===== src/hw/ring_gen_pkg.sv =====
package ring_gen_pkg;

  // ==========================================================================
  // Timing
  // ==========================================================================
  localparam int CLK_PERIOD_NS    = 4;
  localparam int STEP_TIME_NS     = 125000;
  localparam int SAMPLE_TIME_NS   = 1000000;
  localparam int STEP_CYCLES      = STEP_TIME_NS / CLK_PERIOD_NS;
  localparam int SAMPLE_CYCLES    = SAMPLE_TIME_NS / CLK_PERIOD_NS;
  localparam int DIV_W            = 18;

  // ==========================================================================
  // Direct register addresses
  // ==========================================================================
  localparam logic [7:0] ADDR_IND_DATA_LO = 8'h1C;
  localparam logic [7:0] ADDR_IND_DATA_HI = 8'h1D;
  localparam logic [7:0] ADDR_IND_WRITE   = 8'h1E;
  localparam logic [7:0] ADDR_IND_READ    = 8'h1F;
  localparam logic [7:0] ADDR_RING_CFG    = 8'h22;
  localparam logic [7:0] ADDR_ON_LO       = 8'h30;
  localparam logic [7:0] ADDR_ON_HI       = 8'h31;
  localparam logic [7:0] ADDR_OFF_LO      = 8'h32;
  localparam logic [7:0] ADDR_OFF_HI      = 8'h33;
  localparam logic [7:0] ADDR_LINE_STATE  = 8'h40;
  localparam logic [7:0] ADDR_HIGH_BATT   = 8'h4A;

  // ==========================================================================
  // Indirect register addresses
  // ==========================================================================
  localparam logic [7:0] IND_DC_BIAS      = 8'h06;
  localparam logic [7:0] IND_FREQ         = 8'h07;
  localparam logic [7:0] IND_AMPLITUDE    = 8'h08;
  localparam logic [7:0] IND_PHASE        = 8'h09;
  localparam logic [7:0] IND_HEADROOM     = 8'h1B;

  // ==========================================================================
  // Fields and codes
  // ==========================================================================
  localparam int CFG_SHAPE        = 0;
  localparam int CFG_OFFSET       = 1;
  localparam int CFG_OSC_ON       = 2;
  localparam int CFG_OFF_TIMER    = 3;
  localparam int CFG_ON_TIMER     = 4;
  localparam logic [2:0] LS_RING      = 3'h4;
  localparam logic [2:0] LS_ONHOOK_TX = 3'h2;

  typedef enum logic [1:0] {PH_IDLE, PH_ON, PH_OFF} phase_t;

  typedef struct packed {
    logic       write;
    logic       read;
    logic [7:0] addr;
    logic [7:0] wdata;
  } reg_req_t;

  typedef struct packed {
    logic [DIV_W-1:0] step_div;
    logic [DIV_W-1:0] ms_div;
    logic             step_tick;
    logic             ms_tick;
    logic [7:0]       cfg;
    logic [15:0]      on_period;
    logic [15:0]      off_period;
    logic [2:0]       lf;
    logic [5:0]       batt;
    logic [7:0]       ind_lo;
    logic [7:0]       ind_hi;
    logic [7:0]       ind_addr;
    logic [15:0]      bias;
    logic [15:0]      freq;
    logic [15:0]      amp;
    logic [15:0]      phase_seed;
    logic [3:0]       headroom;
    phase_t           phase;
    logic [15:0]      cnt;
    logic [15:0]      y;
    logic [15:0]      y_prev;
    logic [15:0]      half_cnt;
    logic             ramp_down;
    logic [15:0]      sample;
    logic             sample_valid;
    logic [2:0]       line_state;
    logic             ringing;
    logic [7:0]       rdata;
    logic             rvalid;
  } state_t;

  localparam state_t STATE_RESET = '0;

endpackage : ring_gen_pkg


===== src/hw/ringing_waveform_generator.sv =====
`timescale 1ns/1ps
//
// Contract
// - Sine ringing samples update at 1 kHz; trapezoid samples update at the 8 kHz step rate.
// - Sine ringing comes from a two-pole resonator with programmable coefficients.
// - Two cadence timers, ring-on and ring-off, each up to 8 seconds.
// - Cadence timers also move the line into and out of ringing.
// - Writing ringing code to line state enters ringing, first ring immediately.
// - On-timer expiry stops the waveform, line goes to on-hook transmission.
// - Off-timer expiry restarts the waveform and begins the next ring.
// - Alternation continues only while both enables set and ringing selected.
// - Shape select bit 0 cleared gives sine ringing.
// - Phase coefficient is sine start phase, or trapezoid half-period length.
// - Configuration register holds a dc offset add enable bit.
// - Configuration holds on-timer, off-timer and oscillator enable bits.
// - A four-bit common-mode headroom setting covers 0 to 22.5 V.
// - Indirect registers are reached only through direct locations 28 to 31.
// - Shape bit one selects trapezoid: coefficient is a per-sample ramp step.
// - DC offset is added only while the offset enable bit is one.
// - Cadence counts advance in 125 us steps over a 16-bit range.
module ringing_waveform_generator #(
  parameter int STEP_DIV   = ring_gen_pkg::STEP_CYCLES,
  parameter int SAMPLE_DIV = ring_gen_pkg::SAMPLE_CYCLES
) (
  input  wire logic                  ref_clk,
  input  wire logic                  reset_n,
  input  wire ring_gen_pkg::reg_req_t reg_req,
  output logic [7:0]                 reg_rdata,
  output logic                       reg_rvalid,
  output logic [15:0]                ring_sample,
  output logic                       sample_valid,
  output logic                       ringing_active,
  output logic [2:0]                 line_state,
  output logic [3:0]                 cm_headroom,
  output logic [5:0]                 high_battery_setting
);
  import ring_gen_pkg::*;

  state_t             st;
  state_t             next_st;
  logic               ring_sel;
  logic               timers_any;
  logic               run;
  logic [15:0]        wave_now;
  logic [15:0]        offset_now;
  logic signed [31:0] prod;
  logic [15:0]        sine_next;
  logic signed [16:0] ramp_up;
  logic signed [16:0] ramp_dn;
  logic signed [16:0] pos_amp;
  logic signed [16:0] neg_amp;
  logic               sine_step;
  logic               trap_step;
  logic               on_expire;
  logic               off_expire;

  // ==========================================================================
  // Indirect read mux
  // ==========================================================================
  function automatic logic [15:0] ind_read(input state_t s,
                                           input logic [7:0] a);
    logic [15:0] v;
    v = 16'h0000;
    case (a)
      IND_DC_BIAS:   v = s.bias;
      IND_FREQ:      v = s.freq;
      IND_AMPLITUDE: v = s.amp;
      IND_PHASE:     v = s.phase_seed;
      IND_HEADROOM:  v = {12'h000, s.headroom};
      default:       v = 16'h0000;
    endcase
    return v;
  endfunction : ind_read

  // ==========================================================================
  // Datapath terms
  // ==========================================================================
  // The oscillator only runs in the ring phase; with no timer enabled the
  // oscillator enable bit gates it directly.
  assign timers_any = st.cfg[CFG_ON_TIMER] | st.cfg[CFG_OFF_TIMER];
  assign run        = (st.phase == PH_ON) &&
                      (timers_any || st.cfg[CFG_OSC_ON]);
  assign wave_now   = run ? st.y : 16'h0000;
  assign offset_now = st.cfg[CFG_OFFSET] ? st.bias : 16'h0000;
  assign prod       = $signed(st.freq) * $signed(st.y);
  // Product is Q15 times sample; bits 29:14 give twice the scaled value.
  assign sine_next  = 16'(prod[29:14] - st.y_prev);
  assign pos_amp    = $signed({1'b0, st.amp});
  assign neg_amp    = -pos_amp;
  assign ramp_up    = $signed({st.y[15], st.y}) + $signed({1'b0, st.freq});
  assign ramp_dn    = $signed({st.y[15], st.y}) - $signed({1'b0, st.freq});
  assign sine_step  = st.ms_tick && run && !st.cfg[CFG_SHAPE];
  assign trap_step  = st.step_tick && run && st.cfg[CFG_SHAPE];
  assign on_expire  = st.step_tick && st.cfg[CFG_ON_TIMER] &&
                      (st.cnt == st.on_period);
  assign off_expire = st.step_tick && st.cfg[CFG_OFF_TIMER] &&
                      (st.cnt == st.off_period);

  // ==========================================================================
  // Next state
  // ==========================================================================
  always_comb begin
    next_st              = st;
    next_st.step_tick    = 1'b0;
    next_st.ms_tick      = 1'b0;
    next_st.rvalid       = 1'b0;
    next_st.sample_valid = 1'b0;

    // Dividers for the 125 us cadence step and the 1 ms sample strobe.
    if (st.step_div == DIV_W'(STEP_DIV - 1)) begin
      next_st.step_div  = '0;
      next_st.step_tick = 1'b1;
    end else begin
      next_st.step_div = st.step_div + 1'b1;
    end
    if (st.ms_div == DIV_W'(SAMPLE_DIV - 1)) begin
      next_st.ms_div  = '0;
      next_st.ms_tick = 1'b1;
    end else begin
      next_st.ms_div = st.ms_div + 1'b1;
    end

    // Register writes. Indirect words only move through the access window.
    if (reg_req.write) begin
      case (reg_req.addr)
        ADDR_IND_DATA_LO: next_st.ind_lo = reg_req.wdata;
        ADDR_IND_DATA_HI: next_st.ind_hi = reg_req.wdata;
        ADDR_IND_WRITE: begin
          next_st.ind_addr = reg_req.wdata;
          case (reg_req.wdata)
            IND_DC_BIAS:   next_st.bias       = {st.ind_hi, st.ind_lo};
            IND_FREQ:      next_st.freq       = {st.ind_hi, st.ind_lo};
            IND_AMPLITUDE: next_st.amp        = {st.ind_hi, st.ind_lo};
            IND_PHASE:     next_st.phase_seed = {st.ind_hi, st.ind_lo};
            IND_HEADROOM:  next_st.headroom   = st.ind_lo[3:0];
            default: begin
            end
          endcase
        end
        ADDR_IND_READ: begin
          next_st.ind_addr = reg_req.wdata;
          {next_st.ind_hi, next_st.ind_lo} = ind_read(st, reg_req.wdata);
        end
        ADDR_RING_CFG:    next_st.cfg = reg_req.wdata;
        ADDR_ON_LO:       next_st.on_period[7:0]   = reg_req.wdata;
        ADDR_ON_HI:       next_st.on_period[15:8]  = reg_req.wdata;
        ADDR_OFF_LO:      next_st.off_period[7:0]  = reg_req.wdata;
        ADDR_OFF_HI:      next_st.off_period[15:8] = reg_req.wdata;
        ADDR_LINE_STATE:  next_st.lf   = reg_req.wdata[2:0];
        ADDR_HIGH_BATT:   next_st.batt = reg_req.wdata[5:0];
        default: begin
        end
      endcase
    end

    // Register reads answer one cycle later; unmapped addresses read zero.
    if (reg_req.read) begin
      next_st.rvalid = 1'b1;
      case (reg_req.addr)
        ADDR_IND_DATA_LO: next_st.rdata = st.ind_lo;
        ADDR_IND_DATA_HI: next_st.rdata = st.ind_hi;
        ADDR_IND_WRITE:   next_st.rdata = st.ind_addr;
        ADDR_RING_CFG:    next_st.rdata = st.cfg;
        ADDR_ON_LO:       next_st.rdata = st.on_period[7:0];
        ADDR_ON_HI:       next_st.rdata = st.on_period[15:8];
        ADDR_OFF_LO:      next_st.rdata = st.off_period[7:0];
        ADDR_OFF_HI:      next_st.rdata = st.off_period[15:8];
        ADDR_LINE_STATE:  next_st.rdata = {5'h00, st.lf};
        ADDR_HIGH_BATT:   next_st.rdata = {2'h0, st.batt};
        default:          next_st.rdata = 8'h00;
      endcase
    end

    // Waveform update.
    if (sine_step) begin
      next_st.y      = sine_next;
      next_st.y_prev = st.y;
    end
    if (trap_step) begin
      if (st.half_cnt + 16'h0001 >= st.phase_seed) begin
        next_st.half_cnt  = 16'h0000;
        next_st.ramp_down = ~st.ramp_down;
      end else begin
        next_st.half_cnt = st.half_cnt + 16'h0001;
      end
      if (st.ramp_down) begin
        next_st.y = (ramp_dn < neg_amp) ? neg_amp[15:0] : ramp_dn[15:0];
      end else begin
        next_st.y = (ramp_up > pos_amp) ? pos_amp[15:0] : ramp_up[15:0];
      end
    end

    // Cadence. A write of the ringing code is seen in the same cycle.
    ring_sel = (next_st.lf == LS_RING);
    case (st.phase)
      PH_IDLE: begin
        if (ring_sel) begin
          next_st.phase = PH_ON;
          next_st.cnt   = 16'h0000;
        end
      end
      PH_ON: begin
        if (!ring_sel) begin
          next_st.phase = PH_IDLE;
        end else if (on_expire) begin
          next_st.phase = PH_OFF;
          next_st.cnt   = 16'h0000;
        end else if (st.step_tick) begin
          next_st.cnt = st.cnt + 16'h0001;
        end
      end
      PH_OFF: begin
        if (!ring_sel) begin
          next_st.phase = PH_IDLE;
        end else if (off_expire) begin
          next_st.phase = PH_ON;
          next_st.cnt   = 16'h0000;
        end else if (st.step_tick) begin
          next_st.cnt = st.cnt + 16'h0001;
        end
      end
      default: next_st.phase = PH_IDLE;
    endcase

    // Each new ring restarts the oscillator, sine from its programmed seed and trapezoid from zero;
    // freq is read live, so a change to it acts on the next step, not at the next ring.
    if (next_st.phase == PH_ON && st.phase != PH_ON) begin
      next_st.y         = st.cfg[CFG_SHAPE] ? 16'h0000 : st.phase_seed;
      next_st.y_prev    = st.amp;
      next_st.half_cnt  = 16'h0000;
      next_st.ramp_down = 1'b0;
    end

    // Output sample: strobe rate follows the shape.
    if (st.cfg[CFG_SHAPE] ? st.step_tick : st.ms_tick) begin
      next_st.sample_valid = 1'b1;
      next_st.sample       = wave_now + offset_now;
    end

    case (next_st.phase)
      PH_ON:   next_st.line_state = LS_RING;
      PH_OFF:  next_st.line_state = LS_ONHOOK_TX;
      default: next_st.line_state = next_st.lf;
    endcase
    next_st.ringing = (next_st.phase == PH_ON);
  end

  always_ff @(posedge ref_clk or negedge reset_n) begin
    if (!reset_n) begin
      st <= STATE_RESET;
    end else begin
      st <= next_st;
    end
  end

  // ==========================================================================
  // Outputs
  // ==========================================================================
  assign reg_rdata            = st.rdata;
  assign reg_rvalid           = st.rvalid;
  assign ring_sample          = st.sample;
  assign sample_valid         = st.sample_valid;
  assign ringing_active       = st.ringing;
  assign line_state           = st.line_state;
  assign cm_headroom          = st.headroom;
  assign high_battery_setting = st.batt;
endmodule : ringing_waveform_generator


===== config.mk =====
export PLATFORM = sky130hd
export DESIGN_NAME = ringing_waveform_generator
export DESIGN_NICKNAME = d
export VERILOG_FILES = /design/src/hw/ring_gen_pkg.sv /design/src/hw/ringing_waveform_generator.sv
export SDC_FILE = /design/constraint.sdc
export NUM_CORES = 1
export LEC_CHECK = 0
export ABC_AREA = 1
export BUFFER_PORTS_ARGS = -buffer_cell sky130_fd_sc_hd__buf_4
export CAP_MARGIN = 20
export CORE_MARGIN = 1.5
export CORE_UTILIZATION = 67
export CTS_BUF_LIST = sky130_fd_sc_hd__clkbuf_2
export DETAILED_ROUTE_END_ITERATION = 10
export PLACE_DENSITY = 0.93
export RECOVER_POWER = 100
export SLEW_MARGIN = 20
export SYNTH_ARGS = -nofsm -noshare
export SYNTH_HDL_FRONTEND = slang
export SYNTH_SLANG_ARGS = --single-unit

===== constraint.sdc =====
create_clock -name ref_clk -period 9.5 [get_ports ref_clk]
set_input_delay 1.9 -clock ref_clk [delete_from_list [all_inputs] [get_ports ref_clk]]
set_output_delay 1.9 -clock ref_clk [all_outputs]
set_load 0.01 [all_outputs]

== Word level (Yosys, flattened, before mapping) ==
Cells that the tools add are included.

* Output and inout bits: 40
* Logic and storage cells: 158
* RAM bits: 0
* Memories kept: 0
* Memory bits (read-only): 0
* Latch bits: 0
* Bits of input ports: 20
* Flip-flop bits (word level): 276

* Equal/unequal tests: 29
* Reductions and logical operators: 37
* Bitwise operators: 2
* Shift operators: 0
* Multiply operators: 1
* Div/mod/pow operators: 0
* $add $sub $neg: 9
* Order comparisons: 3
* Mux-type cells: 46

{| class="wikitable"
|+ Operators with widths
! cell !! number
|-
| 2-to-1 mux 16 bit || 17
|-
| 2-to-1 mux 101 bit || 1
|-
| case mux 16 bit (5 select lines) || 1
|-
| case mux 8 bit (10 select lines) || 1
|-
| 2-to-1 mux 68 bit || 1
|-
| 2-to-1 mux 18 bit || 3
|-
| 2-to-1 mux 49 bit || 1
|-
| case mux 16 bit (3 select lines) || 1
|-
| == test 8 x 5 -> 1 bit (second input constant) || 5
|-
| == test 8 x 6 -> 1 bit (second input constant) || 5
|-
| adder 18 x 1 -> 18 bit (second input constant) || 2
|-
| adder 16 x 1 -> 16 bit (second input constant) || 2
|-
| == test 16 bit || 2
|-
| 2-to-1 mux 32 bit || 1
|-
| case mux 8 bit (2 select lines) || 2
|-
| multiplier 16 x 16 -> 30 bit || 1
|-
| AND reduction 2 bit || 10
|-
| == test 18 x 15 -> 1 bit (second input constant) || 1
|-
| == test 18 bit (second input constant) || 1
|-
| adder 16 x 17 -> 17 bit || 1
|-
| greater-than comparator 17 bit || 1
|-
| less-than comparator 17 bit || 1
|-
| 2-to-1 mux 17 bit || 1
|-
| negation 16 -> 17 bit || 1
|-
| other kinds (31) || 64
|}

== Logic depth before layout (Yosys ltp) ==
* Depth after elaboration: 11
* Mapped depth: 39

== Least setup slack after synthesis ==
OpenSTA, ideal clock, no wires.

* Kind: flip-flop to flip-flop
* Start point: register st[78] in the netlist's numbering
* End point: register st[78] in the netlist's numbering
* Path slack: 2.357 ns
* Stages on the path, launching flop included: 38
* Data required time: 9.423 ns
* Clock period less this slack: 7.143 ns
* Arrival time: 7.066 ns
* Cells stage by stage: dfrtp_1 clkbuf_1 inv_1 clkbuf_1 or2_2 fa_1 fa_1 inv_1 fa_1 fa_1 fa_1 inv_1 fa_1 inv_1 ha_1 nand2_1 nor2_1 inv_1 [2 not listed] nand3_1 nand2_1 o211ai_1 a21boi_0 o21ai_0 xor2_1 ha_1 nand2_1 inv_1 a221oi_1 nand2_1 nand3_1 nand2_1 xor2_1 nand2_1 nand2_1 nand2_1 a21oi_1

* Cells in the longest elaborated chain, start to end: 6
* Elaborated cells on any way between the ends: 12
* Classes of those cells: add/sub: 3; mul: 1; order compare: 2; mux: 6

{| class="wikitable"
|+ RTL lines
! element !! line !! text
|-
| start: declaration || ringing_waveform_generator.sv:39 || <nowiki>state_t st;</nowiki>
|-
| start signal: assignment || ringing_waveform_generator.sv:252 || <nowiki>st <= next_st;</nowiki>
|-
| branches (longest 4 deep; another with multiplier 16 x 16 -> 30 bit) || - ||
|-
| 2-to-1 mux 16 bit * || ringing_waveform_generator.sv:179 || <nowiki>if (trap_step) begin</nowiki>
|-
| 2-to-1 mux 49 bit * || ringing_waveform_generator.sv:227 || <nowiki>if (next_st.phase == PH_ON && st.phase != PH_ON) begin</nowiki>
|}

Mark *: on every way between the ends. The select of a mux whose other input is x is not followed.
A chain may end at the register's enable or synchronous reset.

==> impl_metrics.json <==
{
  "power_switching_w": 0.00100,
  "grt_max_degree": 135,
  "cts.path.max_buffers": 3,
  "synth_top_family_by_area": "adder cells",
  "drv_cap": 6,
  "h-tree-depth": 3,
  "r2r_start": "st[70]",
  "slew_headroom": -2.55,
  "crit_required_ns": 10.30,
  "cpMostUsedCell": "inv_1",
  "period_needed_ns": 8.71,
  "dieArea_um2": 43300,
  "grt_first_pass_wirelength_um": 132000,
  "final_common_cell": "inv_1",
  "drc_errors": 0,
  "synth_compound_area_frac": 0.125,
  "reg2reg_setup_slack_ns": 1.21,
  "sw_frac_of_total": 0.364,
  "wl_per_cell_um": 19.4,
  "ys_warn_count": 0,
  "antenna_found_initial": 4,
  "crit_arrival_ns": 9.51,
  "synth_area_leaders": "dfrtp_1, fa_1, inv_1",
  "synth_edf_count": 0,
  "dr_total_vias": 25500,
  "synth.top_cell.area_share": 0.245,
  "synth_ff_type": "dfrtp_1",
  "crit_fanout": 34,
  "post-route-period-util": 0.917,
  "io_pins": 60,
  "drtIter0Drc": 3010,
  "start_util": 0.684,
  "drt-met1-wl_um": 31800,
  "syn_nets": 4176,
  "crit_family": "buffers and inverters",
  "cts.sinks": 276,
  "routed_wl_um": 82800,
  "critPathLaunch": "reg_req[13]",
  "placed_area_um2": 28700,
  "avgSynthCellArea_um2": 7.60,
  "fin_worst_skew_ns": 0.104,
  "synth-simple-area-share": 0.184,
  "dpl.hpwl_um": 64900,
  "power.internal_w": 0.00176,
  "cp_num_buf_inv": 11,
  "max_freq_ghz": 0.115,
  "mostFrequentLayoutCells": "inv_1, nand2_1, o21ai_0",
  "synth.cell_area_um2": 28200,
  "power.density_nw_per_um2": 95.2,
  "finalInstanceArea_um2": 29000,
  "ys_seq_area_frac": 0.245,
  "final-max-slew-violation-count": 314,
  "clkPwrFrac": 0.323,
  "grt_pass1_vias": 25200,
  "fin_cells": 4266,
  "rows": 74,
  "rsz0062_at_grt": "no",
  "muxShareOfSynthArea": 0.000799,
  "post_cts_buffers": 0,
  "cts_tree": "built",
  "hold_buffers": 0,
  "final_util": 0.704,
  "die_w_um": 208,
  "p_leak_nw": 15.9,
  "p_comb_frac": 0.222,
  "portBuffers": 59,
  "ant_nets": 0,
  "worst_setup_path_start_kind": "input port",
  "path_depth": 26,
  "hold_class": "flip-flop to flip-flop",
  "die_h_um": 208,
  "async_reset_ff_frac": 1.00,
  "route.met3.wl_um": 9530,
  "violations": "capacitance limit, slew limit",
  "synth_top_area_cell": "dfrtp_1",
  "status": "finished with violations",
  "yosys.area_share.xor_xnor": 0.0432,
  "syn_to_final_growth_pct": 2.98,
  "r2r_end": "st[78]",
  "finalNetCount": 4161,
  "num-fill-cells": 3315,
  "synth_fa_ha_area_frac": 0.266,
  "routabilityCongestion": 1.04,
  "track_usage": 0.387,
  "synth-seq-cells": 276,
  "vdd_drop_max_mv": 0.115,
  "path_clk_slew_ns": 0.11,
  "finalSetupViolCount": 0,
  "finalHoldViolations": 0,
  "overflow": 0,
  "slowest_stage": "clkbuf_1",
  "first_pass_iters": 8,
  "synthCells": 3707,
  "cts-root-buf": "clkbuf_2",
  "critical_path_class": "input port to flip-flop",
  "via_per_inst": 5.97,
  "wl_met2_um": 37400,
  "drive_gt1_frac": 0.0402,
  "cts.repair.resized": 0,
  "rr_worst_depth": 37,
  "place_inst": 4150,
  "cts_buffers": 70,
  "highest_layer": "met4",
  "worstSetupEndpoint": "st[70]",
  "slowest_delay_ns": 1.23,
  "whs_ns": 0.475,
  "fin_setup_tns_ns": 0,
  "ys_types": 65,
  "end_kind": "flip-flop",
  "clock_latency_ns": 0.97,
  "p_seq_frac": 0.455,
  "worst_slew_pin_slew_ns": 5.32,
  "core_area_um2": 41200
}
==> metrics by stage <==
step                setup WS [ns]  total power [W]
floorplan                    2.36          0.00168
global placement             1.73          0.00186
detailed placement           1.41          0.00187
CTS                          1.43          0.00274
global route                0.538          0.00288
finish                      0.789          0.00276
==> layer usage <==
metal | global-route usage | vias up
li1 | - | 11500
met1 | 0.508 | 12000
met2 | 0.615 | 1585
met3 | 0.0802 | 336
met4 | 0.188 | 0
met5 | 0 | -
==> cells by family after synthesis <==
family                     count (synthesis)
muxes                                      2
AOI/OAI and AO/OA                        619
and+or+nand+nor                         1245
DFF                                      276
adders and majority gates                449
xor gates and xnor gates                 139
buffers and inverters                    977
==> layout make-up <==
| cell class | instances | area [um^2] | area share |
|---|---|---|---|
| diodes | 4 | 10.0 | 0.000345 |
| multi-input cells | 2454 | 17300 | 0.598 |
| flip-flops and latches | 276 | 6910 | 0.238 |
| inverters | 807 | 3030 | 0.104 |
| well taps | 532 | 666 | 0.0229 |
| repair buffers | 83 | 413 | 0.0142 |
| clock buffers | 91 | 455 | 0.0157 |
| clock inverters | 19 | 189 | 0.00651 |
==> cell usage after synthesis, drive strengths merged (7+ instances only) <==
library cell,number
nand2,782
o31ai,7
xor2,111
nand4,43
nand3,111
buf,56
a31oi,24
o22ai,20
a221oi,15
a21oi,155
inv,805
ha,198
o211ai,37
nor2,215
or2,9
nor3,47
fa,251
o21a,8
nor4,25
o21ai,313
clkbuf,114
xnor2,28
dfrtp,276
==> power by group through the flow <==
stage | registers (W) | clock network (W) | logic [W]
floorplan | 0.00125 | 0 | 0.000432
global placement | 0.00127 | 0 | 0.000582
CTS | 0.00125 | 0.000893 | 0.000596
detailed placement | 0.00128 | 0 | 0.000592
finish | 0.00126 | 0.000892 | 0.000612
global route | 0.00126 | 0.000951 | 0.000675
==> registers in the layout (all words and copies together), names as in the netlist <==
name,count
reg_rdata,8
ring_sample,16
ringing_active,1
reg_rvalid,1
st,220
high_battery_setting,6
pos_amp,16
line_state,3
sample_valid,1
cm_headroom,4
==> worst min-delay path by stage <==
stage,endpoint,startpoint,depth (start not counted),slack [ns]
finish,st[275],st[275],1,0.48
global route,st[275],st[275],1,0.49
floorplan,st[240],st[240],1,0.43
detailed placement,st[275],st[275],1,0.45
global placement,st[275],st[275],1,0.45
CTS,st[275],st[275],1,0.47
(Power assumes the default switching activity.)
